<file path="src/hw/rhb_regs.vh">
// constants for the rtc host bus interface
`ifndef RHB_REGS_VH
`define RHB_REGS_VH
`define RHB_CLK_MHZ 100
`define RHB_ALARM_PULSE_US 61
// alarm pulse of 61 us at 100 MHz, 6100 clocks, sized to the counter
`define RHB_ALARM_PULSE_CYC 16'h17D4
`define RHB_PER_PULSE_CYC 16'h0001
`define RHB_NREGS 16
`define RHB_CNT_W 16
`endif

</file>
<file path="src/hw/rhb_regmem.v">
// small register memory behind the host port
`include "rhb_regs.vh"
`timescale 1ns/1ps
module rhb_regmem (
  input wire clk, // system clock
  input wire rst_n, // async reset, active low
  input wire we, // write strobe, one cycle
  input wire [3:0] waddr, // write address
  input wire [3:0] wdata, // write data
  input wire [3:0] raddr, // read address
  output reg [3:0] rdata // registered read data
);
  reg [3:0] mem [0:`RHB_NREGS-1];
  integer i;

  // storage and registered read port
  always @(posedge clk or negedge rst_n) begin
    if (!rst_n) begin
      for (i = 0; i < `RHB_NREGS; i = i + 1) begin
        mem[i] <= 4'h0;
      end
      rdata <= 4'h0;
    end else begin
      if (we) begin
        mem[waddr] <= wdata;
      end
      rdata <= mem[raddr];
    end
  end
endmodule

</file>
<file path="src/hw/rhb_host_port.v">
// host bus interface of the real time clock
`include "rhb_regs.vh"
`timescale 1ns/1ps
module rhb_host_port (
  input wire clk, // system clock, 100 MHz
  input wire rst_n, // async reset, active low
  input wire bus_style, // 1 = enable strobe style, 0 = separate strobes
  input wire [3:0] addr, // register address pins
  input wire addr_capture, // address capture, high = transparent
  input wire select_n_latched, // active-low select, latched with address
  input wire select_power_sense, // active-high select, never latched
  input wire rd_n_or_e, // read strobe low, or enable strobe high
  input wire wr_n_or_rw, // write strobe low, or r/w level
  input wire [3:0] data_in, // data pins, input side
  output reg [3:0] data_out, // data pins, output side
  output reg data_oe, // data pins driven while high
  input wire carry_evt, // one-cycle carry from clock counter
  input wire alarm_evt, // one-cycle alarm match
  input wire per_irq_or_pulse_mode, // periodic: 1 held, 0 pulse
  input wire alm_irq_or_pulse_mode, // alarm: 1 held, 0 pulse
  input wire per_ack, // one-cycle clear of held periodic request
  input wire alm_ack, // one-cycle clear of held alarm request
  output reg per_oe, // periodic pin pulled low while high
  output reg alm_oe, // alarm pin pulled low while high
  output reg int_oe // combined pin pulled low while high
);
  reg [3:0] addr_hold_r;
  reg sel_n_hold_r;
  reg style_r;
  reg wq_d_r;
  reg [3:0] wdata_r;
  reg [3:0] waddr_r;
  reg per_req_r;
  reg alm_req_r;
  reg [`RHB_CNT_W-1:0] per_cnt_r;
  reg [`RHB_CNT_W-1:0] alm_cnt_r;
  wire [3:0] rdata;
  wire [3:0] eff_addr;
  wire eff_sel_n;
  wire sel_ok;
  wire rd_q;
  wire wr_q;
  wire per_low;
  wire alm_low;
  wire addr_cap_q;
  wire sel_cap_q;
  wire commit_we;

  // capture counts only while the selects allow it; the select latch itself
  // looks at the power sense select alone, otherwise a host that keeps capture
  // high could never deselect through select_n_latched
  function capture_gate;
    input cap; // raw capture level
    input sel_n; // active-low select seen by the gate
    input sel_p; // power sense select
    begin
      capture_gate = cap && !sel_n && sel_p;
    end
  endfunction

  // read decode for either bus style; enable strobe style reads with r/w high
  function strobe_read;
    input style; // 1 = enable strobe style
    input rd_e; // read strobe or enable strobe
    input wr_rw; // write strobe or r/w level
    begin
      if (style) begin
        strobe_read = rd_e && wr_rw;
      end else begin
        strobe_read = !rd_e && wr_rw;
      end
    end
  endfunction

  // a pulse counter that has not yet run down keeps its pin low
  function cnt_busy;
    input [`RHB_CNT_W-1:0] cnt; // pulse counter value
    begin
      cnt_busy = (cnt != {`RHB_CNT_W{1'b0}});
    end
  endfunction

  // address follows the pins while capture passes, else the held copy
  assign addr_cap_q = capture_gate(addr_capture, select_n_latched, select_power_sense);
  assign eff_addr = addr_cap_q ? addr : addr_hold_r;
  // select_n_latched follows its pin the same way
  assign sel_cap_q = capture_gate(addr_capture, 1'b0, select_power_sense);
  assign eff_sel_n = sel_cap_q ? select_n_latched : sel_n_hold_r;
  // power sense select applied directly, never through the latch
  assign sel_ok = !eff_sel_n && select_power_sense;

  // separate strobe read, enable strobe read, style from the strap
  assign rd_q = sel_ok && strobe_read(style_r, rd_n_or_e, wr_n_or_rw);
  // no select, no strobe; a write decodes alike in both styles
  assign wr_q = sel_ok && rd_n_or_e && !wr_n_or_rw;
  // the first unqualified cycle after a write is its trailing edge
  assign commit_we = wq_d_r && !wr_q;

  // keep the last captured address and select for capture-low periods
  always @(posedge clk or negedge rst_n) begin
    if (!rst_n) begin
      addr_hold_r <= 4'h0;
      sel_n_hold_r <= 1'b1;
    end else begin
      if (addr_cap_q) begin
        addr_hold_r <= addr;
      end
      if (sel_cap_q) begin
        sel_n_hold_r <= select_n_latched;
      end
    end
  end

  // style is a static strap, sampled each clock after reset
  always @(posedge clk or negedge rst_n) begin
    if (!rst_n) begin
      style_r <= 1'b0;
    end else begin
      style_r <= bus_style;
    end
  end

  // commit at trailing edge; data and address tracked while qualified
  always @(posedge clk or negedge rst_n) begin
    if (!rst_n) begin
      wq_d_r <= 1'b0;
      wdata_r <= 4'h0;
      waddr_r <= 4'h0;
    end else begin
      wq_d_r <= wr_q;
      if (wr_q) begin
        wdata_r <= data_in;
        waddr_r <= eff_addr;
      end
    end
  end

  rhb_regmem u_mem (
    .clk(clk),
    .rst_n(rst_n),
    .we(commit_we),
    .waddr(waddr_r),
    .wdata(wdata_r),
    .raddr(eff_addr),
    .rdata(rdata)
  );

  // data pins registered; read data arrives two cycles after address settles
  // limitation: drive and release both trail the strobes by one clock
  always @(posedge clk or negedge rst_n) begin
    if (!rst_n) begin
      data_out <= 4'h0;
      data_oe <= 1'b0;
    end else begin
      data_out <= rdata;
      data_oe <= rd_q;
    end
  end

  // held periodic request; a carry in the same cycle as the ack wins
  // so a fresh event is never lost to a late clear
  always @(posedge clk or negedge rst_n) begin
    if (!rst_n) begin
      per_req_r <= 1'b0;
    end else if (!per_irq_or_pulse_mode) begin
      per_req_r <= 1'b0;
    end else if (carry_evt) begin
      per_req_r <= 1'b1;
    end else if (per_ack) begin
      per_req_r <= 1'b0;
    end
  end

  // held alarm request, same set-over-clear priority
  always @(posedge clk or negedge rst_n) begin
    if (!rst_n) begin
      alm_req_r <= 1'b0;
    end else if (!alm_irq_or_pulse_mode) begin
      alm_req_r <= 1'b0;
    end else if (alarm_evt) begin
      alm_req_r <= 1'b1;
    end else if (alm_ack) begin
      alm_req_r <= 1'b0;
    end
  end

  // periodic pulse counter, one clock wide since the length is free
  always @(posedge clk or negedge rst_n) begin
    if (!rst_n) begin
      per_cnt_r <= {`RHB_CNT_W{1'b0}};
    end else if (carry_evt && !per_irq_or_pulse_mode) begin
      per_cnt_r <= `RHB_PER_PULSE_CYC;
    end else if (cnt_busy(per_cnt_r)) begin
      per_cnt_r <= per_cnt_r - 16'h0001;
    end
  end

  // alarm pulse counter; a new match restarts the full length
  always @(posedge clk or negedge rst_n) begin
    if (!rst_n) begin
      alm_cnt_r <= {`RHB_CNT_W{1'b0}};
    end else if (alarm_evt && !alm_irq_or_pulse_mode) begin
      alm_cnt_r <= `RHB_ALARM_PULSE_CYC;
    end else if (cnt_busy(alm_cnt_r)) begin
      alm_cnt_r <= alm_cnt_r - 16'h0001;
    end
  end

  // a pin is pulled low by a held request or by a running pulse
  assign per_low = per_req_r || cnt_busy(per_cnt_r);
  assign alm_low = alm_req_r || cnt_busy(alm_cnt_r);

  // periodic / alarm / combined OR, no select gating
  always @(posedge clk or negedge rst_n) begin
    if (!rst_n) begin
      per_oe <= 1'b0;
      alm_oe <= 1'b0;
      int_oe <= 1'b0;
    end else begin
      per_oe <= per_low;
      alm_oe <= alm_low;
      int_oe <= per_low || alm_low;
    end
  end
endmodule

</file>
<file path="config.mk">
export PLATFORM = sky130hd
export DESIGN_NAME = rhb_host_port
export DESIGN_NICKNAME = d
export VERILOG_FILES = /design/src/hw/rhb_regmem.v /design/src/hw/rhb_host_port.v
export VERILOG_INCLUDE_DIRS = /design/src /design/src/hw
export SDC_FILE = /design/constraint.sdc
export NUM_CORES = 1
export LEC_CHECK = 0
export CORE_ASPECT_RATIO = 1.5
export CORE_MARGIN = 10
export CORE_UTILIZATION = 50
export CTS_BUF_LIST = sky130_fd_sc_hd__clkbuf_8
export CTS_CLUSTER_DIAMETER = 120
export CTS_CLUSTER_SIZE = 10
export DETAILED_ROUTE_END_ITERATION = 7
export DONT_BUFFER_PORTS = 1
export HOLD_SLACK_MARGIN = 0.1
export PLACE_DENSITY = 0.73
export SLEW_MARGIN = 20
export SYNTH_ARGS = -nofsm -noshare
export SYNTH_HDL_FRONTEND = slang
export SYNTH_HIERARCHICAL = 1
export SYNTH_SLANG_ARGS = --single-unit
</file>
<file path="constraint.sdc">
create_clock -name clk -period 3.9 [get_ports clk]
set_input_delay 0.195 -clock clk [delete_from_list [all_inputs] [get_ports clk]]
set_output_delay 0.195 -clock clk [all_outputs]
set_load 0.005 [all_outputs]
</file>
[Word level (Yosys, flattened, before mapping)]
Index checks and enable logic that the tools add are counted.
Storage, ports and cells
  bits in registers: 125
  bits in latches: 0
  memory bits (writable): 0
  memory bits (read-only): 0
  input bits: 22
  word-level logic and storage cells: 87
  memories: 0
Cells by class
  add/sub/neg operators: 2
  $mul: 0
  div/mod/pow operators: 0
  order comparisons: 3
  equality and inequality tests: 2
  shift-type cells: 0
  muxes and demuxes: 19
  bitwise logic cells: 2
  reductions and logical operators: 27
Operators by type and width (count)
  bitwise mux 64 bit: 1
  two-way mux 16 bit: 4
  nonzero test 16 bit: 2
  subtractor 16 x 1 -> 16 bit (second input constant): 2
  binary-select mux 4 bit (select 4 bit): 1
  demux 4 bit (select 4 bit): 1
  two-way mux 4 bit: 4
  logical AND 1 bit: 13
  greater-or-equal comparator 5 bit (second input constant): 2
  NOT 4 -> 5 bit: 2
  two-way mux 1 bit: 8
  logical NOT 1 bit: 7
  inequality test 3 x 2 -> 1 bit (second input constant): 2
  < comparator 5 x 1 -> 1 bit (second input constant): 1
  nonzero test 2 bit: 2
  logical OR 1 bit: 3

[Depth between registers and ports, before layout]
  word-level depth: 8
  mapped depth: 9

[Hierarchy]
Netlist, hierarchy kept.
Modules (own cells, without submodules)
  rhb_regmem: instances 1, cells an instance 201, area an instance 3126.7 sq um, seq. area each 1701.6 sq um
  rhb_host_port: instances 1, cells an instance 257, area an instance 2735.1 sq um, seq. area each 1427.6 sq um

[Worst setup path after synthesis]
OpenSTA, ideal clock, no wires.
  path type: register -> register
  start: reg sel_n_hold_r
  end: reg u_mem/mem[36] in the netlist's numbering
  library setup time: 0.125 ns
  data arrival time: 1.912 ns
  data required time: 3.775 ns
  slack: 1.864 ns
  cell stages (with the launch flop): 8
  path buffers: 1
  period minus slack after synthesis: 2.036 ns
  path through: dfstp_2 -> mux2i_1 -> nand4b_1 -> and2_1 -> nor3b_1 -> and3_1 -> buf_2 -> mux2_2
Between the ends
  longest elaborated chain between the ends: 7
Ends and longest elaborated chain
  start, declared: line rhb_host_port.v:28  | reg sel_n_hold_r;
  start signal, assigned: line rhb_host_port.v:109  | sel_n_hold_r <= select_n_latched;
  two-way mux 1 bit
  logical NOT 1 bit: line rhb_host_port.v:90  | assign sel_ok = !eff_sel_n && select_power_sense;
  logical AND 1 bit: line rhb_host_port.v:90
  logical AND 1 bit (2 in a row): line rhb_host_port.v:95  | assign wr_q = sel_ok && rd_n_or_e && !wr_n_or_rw;
  logical NOT 1 bit: line rhb_host_port.v:97  | assign commit_we = wq_d_r && !wr_q;
  logical AND 1 bit: line rhb_host_port.v:97
  via commit_we: line rhb_host_port.v:47  | wire commit_we;
  end signal, assigned by index: line rhb_regmem.v:25  | mem[waddr] <= wdata;
  end, declared: line rhb_regmem.v:13  | reg [3:0] mem [0:`RHB_NREGS-1];
The timed path passes the listed nets, and every way through them passes these cells.
A chain may end at the register's enable or synchronous reset.

[Worst setup path in the final report]
  start: reg sel_n_hold_r
  end: reg u_mem/mem[38] in the netlist's numbering
The elaborated chain is that of the path after synthesis.

==> metrics.txt <==
Port Buffers 0; Cell Count Post-Placement around 600; initial antenna violation count 0; GP Congestion between 0.8 and 0.9; Synth Flop Type dfrtp_1; post-route ant nets 0; Total Nets Final 505; die height 153 µm; ant diodes 0; GRT Total Usage roughly 16%; Hold WC Path Type in2reg; Crit. End Element flip-flop; met1 Use GR between 10% and 20%; min Tclk post-route about 2.4 ns; Avg WL per Cell approximately 19 µm; Post-synth EDFFs 0; DRT Pass-1 Iters 6; final period utilization between 60 and 70%; setup TNS 0 ns; CTS H-tree lvls 4; CP max FO 6; Core ar. 0.0115 mm²; row cnt 48; WS Path Type reg2reg; Post-CTS Resized 0; WL final about 12000 µm; Die Width around 110 µm; final hold viol count 0; Yosys top cell by area dfrtp_1; clock sink total around 130; vias 3926; Most Crowded Layer GR met2; FMAX 0.420 GHz; vias in the first global route approximately 4000; total chip power 4030 µW; final core occ between 50% and 60%; fin. max-slew vios 0; largest net degree at the start of global routing 126; Initial Utilization 51.1%; final setup vio count 0; footprint of the multi-input gates between 0.002 and 0.003 mm²; # Post-CTS Setup Buffers 0; Vias/cell roughly 6.1; dpl hpwl between 8000 and 9000 µm; max-cap check violation count 0; DR DRC count 0; Max VDD drop 0.229 mV; Pwr Density ~610 mW/mm²; Area Growth Syn to Fin 12.2%; CTS tree done; Unique masters post-synth between 50 and 60; Post-Syn Area slightly below 0.006 mm²; Data arrival, critical path approximately 2.7 ns; Seq cells post-synth between 100 and 150; Max transition margin a little under a third; ys async rst share 100%; # fillers approximately 910; syn avg cell area ~13 µm²; Least-Margin Pin Slew 1.02 ns; share of cells above drive strength 1 a little under a quarter; synth top area cells dfrtp_1 (53%), mux2_2 (15%), mux4_1 (6.3%); global-route wire length before repair ~20000 µm; Bufs on Longest Clock Path 2; RSZ-0062 raised after global routing no; sequential share of the synthesized area between 50% and 60%; clk_skew 0.0121 ns; final non-filler cell total roughly 640; Req. time, crit path approximately 4.2 ns; Clock transition at path regs around 0.070 ns; status completed; GR Layer Usage met2 26.2%; Seq. cell area approximately 0.0031 mm²; clock root buffer clkbuf_8; total congestion overflow 0; flop2flop setup slack ~1.5 ns; grt met3 use ~4.3%; worst skew pair latency about 0.44 ns; IO Count 30; Syn Inst Count around 460; DIE AREA between 0.015 and 0.02 mm²; post-synth net total slightly below 500; Yosys Warn Count 6; leak pwr ~0.0030 µW; total CTS buffers 17; Startpoint Class flip-flop; DRT iter0 DRCs 250; Synth top area share 52.9%
==> cell usage after synthesis, types with 6 or more instances <==
| master | number |
|---|---|
| nand2b_1 | 7 |
| or3_1 | 11 |
| o21ai_0 | 6 |
| nor2_1 | 28 |
| nor2b_1 | 6 |
| nand2_1 | 23 |
| nor3_1 | 11 |
| nor4_1 | 7 |
| clkbuf_1 | 8 |
| mux2i_1 | 6 |
| or4_1 | 6 |
| nand3_1 | 16 |
| dfrtp_1 | 124 |
| a21oi_1 | 15 |
| mux4_1 | 14 |
| mux2_2 | 76 |
| inv_1 | 10 |
==> state kept, by name, indices dropped and copies added (netlist names) <==
name          count
int_oe            1
u_mem/rdata       4
per_req_r         1
style_r           1
wdata_r           4
addr_hold_r       4
waddr_r           4
u_mem/mem        64
sel_n_hold_r      1
alm_oe            1
data_oe           1
data_out          4
wq_d_r            1
alm_req_r         1
per_oe            1
per_cnt_r        16
alm_cnt_r        16
==> placed cells by master, fill, tap and decap left out, drive strengths merged, types with 3 or more instances in the layout <==
master / instances
dfrtp: 124
mux2: 77
nor2: 28
nand2: 23
clkbuf: 23
dlygate4sd3: 18
nand3: 16
mux4: 16
a21oi: 15
inv: 12
nor3: 12
or3: 11
nor4: 9
nand2b: 7
or4: 7
mux2i: 6
nor2b: 6
o21ai: 6
and2: 5
and4: 5
a31oi: 5
nand3b: 5
nor3b: 4
a211oi: 4
a41o: 4
o21a: 4
a22oi: 4
or2: 3
nor4b: 3
nand4: 3
a211o: 3
o31ai: 3
==> through the flow <==
stage,worst slack [ns],instance area (µm²),hold WS [ns]
6_report,1.52,6580,0.138
5_1_grt,1.29,6580,0.144
4_1_cts,1.55,6580,0.109
3_5_place_dp,1.58,5970,-0.0967
3_3_place_gp,1.67,5970,-0.0966
2_1_floorplan,1.86,5860,-0.101
==> layer usage <==
layer	up-vias	wire length [µm]
met3	21	504
met1	2030	4890
met5	-	0
met2	96	6520
li1	1779	-
met4	0	248
==> cells by family (layout without fill, tap and decap cells) <==
logic type      count (synthesis)  count (layout)  synth area share (%)
compound gates                 53              53                  6.10
xor+xnor                        2               2                 0.299
simple gates                  151             151                  14.7
flops                         125             125                  53.4
mux                            99              99                  22.9
fa+ha+maj                       2               2                 0.427
buf+inv                        26              60                  2.18
==> area by class of cell <==
type / count / area share [%]
tap: 150 / 2.85
clock inverter: 7 / 1.33
sequential: 125 / 47.6
clock buffer: 23 / 4.81
timing repair buffer: 20 / 3.27
multi-input combinational: 307 / 39.6
inverter: 10 / 0.571
==> where the power goes <==
group	internal, µW	total, µW	switching (µW)
Combinational	511	957	446
Clock	657	1130	471
Sequential	1630	1940	308
==> path summary, 6_finish.rpt <==
kind                                 end             startpoint  depth (start not counted)
setup / recovery           u_mem/mem[38]           sel_n_hold_r                          6
hold / removal             per_cnt_r[10]  per_irq_or_pulse_mode                          2
setup reg to reg           u_mem/mem[38]           sel_n_hold_r                          6
hold reg to reg              data_out[1]         u_mem/rdata[1]                          0
max in group asynchronous  u_mem/mem[33]                  rst_n                          2
min in group asynchronous   per_cnt_r[6]                  rst_n                          2
==> worst max-delay path, stage by stage, from the launching register on <==
cell and delay [ns]:
dfstp_2 0.54, mux2i_1 0.09, nand4b_1 0.26, and2_1 0.24, nor3b_1 0.42, and3_1 0.35
mux2_2 0.36
==> what timing repair did <==
item | in CTS | in global routing
hold buffers | 19 | 0
setup endpoints to repair | 0 | 0
endpoints found under the hold margin | 139 | 0
(Power assumes the default switching activity.)
